`config.mk`:
```
export PLATFORM = sky130hd
export DESIGN_NAME = ibd_decode
export DESIGN_NICKNAME = d
export VERILOG_FILES = /design/src/verilog/ibd_check.v /design/src/verilog/ibd_decode.v
export VERILOG_INCLUDE_DIRS = /design/src /design/src/verilog
export SDC_FILE = /design/constraint.sdc
export NUM_CORES = 1
export LEC_CHECK = 0
export BUFFER_PORTS_ARGS = -buffer_cell sky130_fd_sc_hd__buf_2
export CAP_MARGIN = 20
export CORE_AREA = 2 2 159 161
export CTS_CLUSTER_DIAMETER = 30
export DETAILED_ROUTE_END_ITERATION = 6
export DIE_AREA = 0 0 161 163
export GPL_TIMING_DRIVEN = 0
export PLACE_DENSITY_LB_ADDON = 0.1
export SLEW_MARGIN = 20
export SYNTH_ARGS = -nofsm -noshare
export SYNTH_HDL_FRONTEND = slang
export SYNTH_SLANG_ARGS = --single-unit
```
`constraint.sdc`:
```
create_clock -name clk -period 8.41 [get_ports clk]
set_clock_uncertainty 0.15 [all_clocks]
set_input_delay 1.682 -clock clk [delete_from_list [all_inputs] [get_ports clk]]
set_output_delay 1.682 -clock clk [all_outputs]
set_load 0.02 [all_outputs]
```
`src/verilog/ibd_regs.vh`:
```
// Purpose: Constants for the input bus decode strobes block
// Assumes: Included by bare name
// Notes:   Transaction type codes are local to the capture port
`ifndef IBD_REGS_VH
`define IBD_REGS_VH
`define IBD_DATA_W      128
`define IBD_LANES_W     16
`define IBD_REQ_W       3
`define IBD_TAG_W       6
`define IBD_TYPE_W      3
// Transaction type codes presented by the capture logic
`define IBD_T_NONE      3'h0
`define IBD_T_MEM_RD    3'h1
`define IBD_T_MEM_WR    3'h2
`define IBD_T_IO_RD     3'h3
`define IBD_T_IO_WR     3'h4
`define IBD_T_OTHER     3'h5
// Address byte lanes: lowest bit of the first of the five lanes, and their count
`define IBD_ADDR_LANE0  24
`define IBD_ADDR_LANES  5
`endif
```
`src/verilog/ibd_check.v`:
```
// Purpose: Range and parity check of a captured address, one state late
// Assumes: Same clock as the decoder
// Notes:   Error is registered so it lands one state after the strobe
`timescale 1ns/1ns
`include "ibd_regs.vh"
module ibd_check #(
  parameter LIMIT_W = 40
) (
  // Clock and reset
  input  wire               clk,
  input  wire               rst_n,
  // Check request
  input  wire               chk_en,
  input  wire [LIMIT_W-1:0] addr,
  input  wire [LIMIT_W-1:0] limit,
  input  wire               par_in,
  input  wire               par_odd,
  // Result
  output reg                err_q
);
  wire fail;
  // Range fails at or above the limit; parity uses the chosen sense
  assign fail = (addr >= limit) | ((^addr) ^ par_in ^ par_odd);
  always @(posedge clk or negedge rst_n) begin
    if (!rst_n) begin
      err_q <= 1'b0;
    end else begin
      err_q <= chk_en & fail;
    end
  end
endmodule

```
`src/verilog/ibd_decode.v`:
```
// Purpose: Input bus presenting captured words with one-hot type strobes
// Assumes: Capture logic on the same clock supplies one beat per cycle
//          Type codes are known whenever the address marker is high
//          Limits and parity sense change only while the bus is idle
// Notes:   Strobes are never held back for checking; the error lags by one
//          Zero length takes precedence when a read is also marked dependent
//          Range uses the io limit on io beats and the memory limit otherwise
//          Parity covers only the gathered address, never the data lanes
//          No stall exists: a beat is taken every cycle it is offered
//          Data and tags hold until the next valid beat; strobes pulse once
//          Codes 5 to 7 and code 0 are treated as no transaction
//          Reset clears every output, including a strobe or error in flight
//          LIMIT_W above forty would need a wider gathered address
//
// How it works
// - Drive 128-bit bus; address in five lanes
// - Sixteen lane qualifiers, meaningful for I/O only
// - Lane qualifiers valid only with I/O strobes
// - Three-bit requester tag follows the bus
// - Six-bit transaction tag follows the bus
// - Dependent-space memory read gets own strobe
// - Memory read strobe on memory read address
// - No memory read strobe for dependent, zero-length
// - Memory write strobe on memory write address
// - Strobes raised before range or parity check
// - Error flag follows strobe by one state
// - I/O read and write strobes on I/O addresses
// - Zero-length read gets its own strobe
`timescale 1ns/1ns
`include "ibd_regs.vh"
module ibd_decode #(
  parameter LIMIT_W = 40
) (
  // Clock and reset
  input  wire                      clk,
  input  wire                      rst_n,
  // Captured beat from the bus pads logic
  input  wire                      in_valid,
  input  wire                      in_is_addr,
  input  wire [`IBD_TYPE_W-1:0]    in_type,
  input  wire                      in_dep_space,
  input  wire                      in_zero_len,
  input  wire [`IBD_DATA_W-1:0]    in_addr_data,
  input  wire [`IBD_LANES_W-1:0]   in_lanes,
  input  wire [`IBD_REQ_W-1:0]     in_requester,
  input  wire [`IBD_TAG_W-1:0]     in_tag,
  input  wire                      in_parity,
  // Check configuration
  input  wire [LIMIT_W-1:0]        mem_limit,
  input  wire [LIMIT_W-1:0]        io_limit,
  input  wire                      parity_odd,
  // Input bus to the controllers
  output reg  [`IBD_DATA_W-1:0]    addr_data_q,
  output reg  [`IBD_LANES_W-1:0]   lane_enable_q,
  output reg  [`IBD_REQ_W-1:0]     requester_tag_q,
  output reg  [`IBD_TAG_W-1:0]     transaction_tag_q,
  // Type strobes and error
  output reg                       dependent_space_line_read_strobe_q,
  output reg                       mem_read_strobe_q,
  output reg                       mem_write_strobe_q,
  output reg                       io_read_strobe_q,
  output reg                       io_write_strobe_q,
  output reg                       zero_length_read_strobe_q,
  output wire                      error_q
);

  ////////////////////////////////////////////////////////////////////////////
  // Decode of the incoming beat
  // Gathered address width; the check may use fewer low bits
  localparam ADDR_W = `IBD_ADDR_LANES * 8;
  reg             dep_d;
  reg             mrd_d;
  reg             mwr_d;
  reg             iord_d;
  reg             iowr_d;
  reg             zlr_d;
  wire            addr_beat;
  wire            any_strobe;
  wire            is_io;
  wire [ADDR_W-1:0] addr_word;

  // Only address beats are decoded; data beats go straight to the bus
  assign addr_beat = in_valid & in_is_addr;

  // One case arm per type and one read branch of three, so at most one strobe
  always @* begin
    dep_d  = 1'b0;
    mrd_d  = 1'b0;
    mwr_d  = 1'b0;
    iord_d = 1'b0;
    iowr_d = 1'b0;
    zlr_d  = 1'b0;
    if (addr_beat) begin
      case (in_type)
        `IBD_T_MEM_RD: begin
          // Zero length wins over dependent space so only one strobe fires
          if (in_zero_len) begin
            zlr_d = 1'b1;
          end else if (in_dep_space) begin
            dep_d = 1'b1;
          end else begin
            mrd_d = 1'b1;
          end
        end
        `IBD_T_MEM_WR: begin
          mwr_d = 1'b1;
        end
        `IBD_T_IO_RD: begin
          iord_d = 1'b1;
        end
        `IBD_T_IO_WR: begin
          iowr_d = 1'b1;
        end
        default: begin
          // Other codes raise no strobe
          dep_d = 1'b0;
        end
      endcase
    end
  end

  // Any strobe starts a check one stage later
  assign any_strobe = dep_d | mrd_d | mwr_d | iord_d | iowr_d | zlr_d;
  assign is_io      = iord_d | iowr_d;

  ////////////////////////////////////////////////////////////////////////////
  // Address gathered from its five byte lanes
  // Bus byte lane 3 + g carries byte g of the address
  genvar g;
  generate
    for (g = 0; g < `IBD_ADDR_LANES; g = g + 1) begin : g_lane
      assign addr_word[g*8 +: 8] = in_addr_data[`IBD_ADDR_LANE0 + g*8 +: 8];
    end
  endgenerate

  ////////////////////////////////////////////////////////////////////////////
  // Data and tags follow every valid beat, address or data alike
  always @(posedge clk or negedge rst_n) begin
    if (!rst_n) begin
      addr_data_q       <= {`IBD_DATA_W{1'b0}};
      requester_tag_q   <= {`IBD_REQ_W{1'b0}};
      transaction_tag_q <= {`IBD_TAG_W{1'b0}};
    end else if (in_valid) begin
      addr_data_q       <= in_addr_data;
      requester_tag_q   <= in_requester;
      transaction_tag_q <= in_tag;
    end
  end

  ////////////////////////////////////////////////////////////////////////////
  // Lanes zeroed outside I/O beats so stale enables never leak
  always @(posedge clk or negedge rst_n) begin
    if (!rst_n) begin
      lane_enable_q <= {`IBD_LANES_W{1'b0}};
    end else begin
      lane_enable_q <= is_io ? in_lanes : {`IBD_LANES_W{1'b0}};
    end
  end

  ////////////////////////////////////////////////////////////////////////////
  // Strobes go out the same cycle as their address and never wait for the check
  always @(posedge clk or negedge rst_n) begin
    if (!rst_n) begin
      dependent_space_line_read_strobe_q <= 1'b0;
      mem_read_strobe_q                  <= 1'b0;
      mem_write_strobe_q                 <= 1'b0;
      io_read_strobe_q                   <= 1'b0;
      io_write_strobe_q                  <= 1'b0;
      zero_length_read_strobe_q          <= 1'b0;
    end else begin
      dependent_space_line_read_strobe_q <= dep_d;
      mem_read_strobe_q                  <= mrd_d;
      mem_write_strobe_q                 <= mwr_d;
      io_read_strobe_q                   <= iord_d;
      io_write_strobe_q                  <= iowr_d;
      zero_length_read_strobe_q          <= zlr_d;
    end
  end

  ////////////////////////////////////////////////////////////////////////////
  // Check runs on the strobe's cycle and reports one state later
  // The compare and parity tree sit a stage behind the strobe to keep the
  // strobe path short; the price is an error that arrives one state late
  reg             chk_en_q;
  reg             chk_io_q;
  reg             par_q;
  reg [LIMIT_W-1:0] chk_addr_q;
  wire [LIMIT_W-1:0] chk_limit;

  // Capture what the check needs from the strobed beat
  always @(posedge clk or negedge rst_n) begin
    if (!rst_n) begin
      chk_en_q   <= 1'b0;
      chk_io_q   <= 1'b0;
      par_q      <= 1'b0;
      chk_addr_q <= {LIMIT_W{1'b0}};
    end else begin
      chk_en_q   <= any_strobe;
      chk_io_q   <= is_io;
      par_q      <= in_parity;
      chk_addr_q <= addr_word[LIMIT_W-1:0];
    end
  end

  // Io beats are judged against the io window, all others against memory
  assign chk_limit = chk_io_q ? io_limit : mem_limit;

  // Error comes straight from the check's own flip-flop
  ibd_check #(
    .LIMIT_W (LIMIT_W)
  ) u_check (
    .clk     (clk),
    .rst_n   (rst_n),
    .chk_en  (chk_en_q),
    .addr    (chk_addr_q),
    .limit   (chk_limit),
    .par_in  (par_q),
    .par_odd (parity_odd),
    .err_q   (error_q)
  );

endmodule

```
==> run_results.csv <==
group,metric,value,unit
status,run_status,"finished clean",
grt,antenna_found_initial,4,
job,drv_cap,0,
route,drc,0,
cells_and_area,nFillCells,2273,
synth,synth_ff_type,"dfrtp_1",
pwr,ir_drop,0.2027,mV
floorplan,start_util,34.45,%
synth,synthTopCellsByArea,"dfrtp_1 60%, mux2_2 18%, ha_1 5.9%",
worst_setup_path,critPathSlowestCell,"clkbuf_1",
timing,layout_worst_path_cycle_share,43.60,%
synth,avgSynthCellArea,14.86,um^2
synth,synthArstFlopShare,100.0,%
floorplan,die_area,26240,um^2
floorplan,fp.dieH,163,um
cts,clkTransAtPathRegs,0.05,ns
synth,netlist_instances,572,
floorplan,rows,58,
placement,dp_hpwl,18.60,mm
route,via_per_inst,4.460,
synth,yosysMostFrequentCell,"dfrtp_1",
worst_setup_path,worst-path-stages,11,
grt,grt_overflow_total,0,
timing,min_period,3.667,ns
cells_and_area,seqCellArea,5080,um^2
synth,syn-cell-area,8499,um^2
worst_setup_path,cp_max_fo,10,
synth,synth_edf_count,0,
cells_and_area,multi_input_area,3329,um^2
worst_setup_path,critPathKind,"reg2reg",
synth,yosysTopAreaCellShare,59.77,%
timing,hold_ws,0.3455,ns
placement,io_buffers,403,
grt,grt_pass1_wl,37.31,mm
grt,grt.total_usage,18.42,%
cts,cts_sinks,203,
worst_setup_path,path_cells,"clkbuf_1 > clkbuf_1 > mux2_2 > ha_1 > nor2_1 > a21oi_1 > o221ai_1 > a2111o_1 > a2111oi_0 > o31ai_1 > o21ai_1",
pwr,leakage,6.277,nW
synth,synth.distinct_cells,37,
floorplan,dieWidth,161,um
timing,max_slew.worst_pin.slew,0.9537,ns
synth,syn_nets,856,
grt,grt_max_degree,93,
cells_and_area,area_delta_synth_final,51.61,%
worst_setup_path,startpoint_type,"register",
timing,slew_headroom,36.42,%
worst_setup_path,required,8.71,ns
timing,fmax,272.7,MHz
timing,finalMaxSlewViolations,0,
route,antenna_left,0,
worst_setup_path,r2r_end,"u_check.err_q",
worst_setup_path,slowest_delay,0.73,ns
worst_setup_path,cp_common_cell,"clkbuf_1",
synth,ys_seq_area_share,59.77,%
worst_hold_path,hp-class,"reg2reg",
cts,numCtsBuffers,51,
worst_setup_path,crit_start,"chk_io_q",
route,dr.pass1.iters,4,
pwr,powerDensity,285.5,nW/um^2
cts,max-clock-path-buffers,3,
route,drt_first_iter_violations,172,
route,wl_per_cell,17.39,um
timing,tns,0,ns
pwr,total_power,3.679,mW
worst_setup_path,reg2reg_depth,11,
cts,cts_htree_levels,2,
synth,ys.warnings.count,0,
cts,worstSkewPairLatency,0.53,ns
cts,cts_resized,0,
worst_setup_path,arrival,3.97,ns
floorplan,core,24670,um^2
floorplan,ios,404,
worst_setup_path,rrSetupSlack,4.74,ns
worst_setup_path,worstReg2RegStart,"chk_io_q",
synth,synth_seq_cells,203,
worst_setup_path,cp_top_family,"compound AO/OA/AOI/OAI gates",
cells_and_area,layout.nets,1314,
route,drt-total-wl,24.46,mm
worst_setup_path,critical_path_buf_inv_count,2,
cts,cts_tree,"built",
cts,clock-root-buffer,"clkbuf_16",
grt,first_global_vias,6814,
timing,setup_violations,0,
placement,gp_congestion,0.7716,
timing,rsz0062_at_grt,"false",
worst_setup_path,cp-end-kind,"register",
cts,cts_hold_buf,0,
worst_setup_path,worstSetupEndpoint,"u_check.err_q",
synth,yosysTopAreaCell,"dfrtp_1",
timing,hold_viol,0,
cts,post_cts_buffers,0,
cells_and_area,final_layout_size_suffix_gt1_share,59.33,%
synth,synthTopCellsByCount,"203 x dfrtp_1, 138 x mux2_2, 40 x ha_1",
route,vias,6271,
cell usage in the layout (no fill, tap or decap), types with 6 or more instances in the layout:
cell type and n:
ha_1 40, clkbuf_16 52, a21oi_1 13, xnor2_1 34, a21o_1 6, nor2b_1 16
clkinv_2 12, bufinv_16 10, clkbuf_1 24, clkbuf_8 8, nor2_1 6, mux2i_1 39
buf_2 402, mux2_2 138, dfrtp_1 203, nand2_1 12
how the worst min path moves through the flow:
stage | start | endpoint | slack, ns | cells after the start
after CTS | addr_data_q[16] | addr_data_q[16] | 0.35 | 1
after global placement | addr_data_q[2] | addr_data_q[2] | 0.33 | 1
after detailed placement | addr_data_q[109] | addr_data_q[109] | 0.34 | 1
final | addr_data_q[110] | addr_data_q[110] | 0.35 | 1
after floorplan | chk_en_q | u_check.err_q | 0.35 | 2
after global routing | addr_data_q[16] | addr_data_q[16] | 0.36 | 1
routing by layer:
metal / part of all wire [%] / up-vias / routed length, um / track usage (%)
met5: 0 / - / 0 / 0
met4: 2.4 / 0 / 589 / 6.737
met3: 9.3 / 46 / 2277 / 6.901
met2: 49 / 285 / 12080 / 31.33
met1: 39 / 2963 / 9506 / 21.32
li1: - / 2977 / - / -
metrics by stage:
stage | utilization (%) | area, um^2 | worst slack [ns] | std cells
final | 52.23 | 12890 | 4.743 | 1406
after global routing | 52.23 | 12890 | 4.361 | 1406
after CTS | 52.19 | 12880 | 4.615 | 1402
after detailed placement | 44.56 | 10990 | 4.202 | 1307
after global placement | 44.30 | 10930 | 1.790 | 1305
after floorplan | - | 8499 | 4.833 | 572
state kept, by name (all words and copies together) (netlist names), 3 cells and up:
name / flops
addr_data_q: 128
transaction_tag_q: 6
requester_tag_q: 3
lane_enable_q: 16
chk_addr_q: 40
worst reg2reg max path: stages (launching register included):
cell and delay [ns]:
dfrtp_1 0.31, clkbuf_1 0.14, clkbuf_1 0.73, mux2_2 0.43, ha_1 0.27, nor2_1 0.04, a21oi_1 0.14, o221ai_1 0.19
a2111o_1 0.42, a2111oi_0 0.54, o31ai_1 0.14, o21ai_1 0.10
kinds of logic after synthesis:
| kind of cell | synth area share (%) |
|---|---|
| mux | 22.88 |
| compound gates | 2.797 |
| xor+xnor | 4.372 |
| flops | 59.77 |
| fa+ha+maj | 5.888 |
| buf+inv | 1.060 |
| simple gates | 3.239 |
power breakdown:
part           total (mW)  internal [mW]  switching [mW]
clock                2.10           1.50           0.596
sequential           1.10           1.06          0.0409
combinational       0.481          0.225           0.256
area by class of cell:
type                            instances  share of cell area [%]
Antenna cell                            4                 0.07768
Buffer                                 21                  0.6117
Clock buffer                           64                   11.07
Clock inverter                         31                   3.534
Inverter                                3                 0.08739
Multi-Input combinational cell        345                   25.84
Sequential cell                       203                   39.42
Tap cell                              330                   3.204
Timing Repair Buffer                  405                   16.16
No activity file was read; power rests on OpenSTA's default activity.
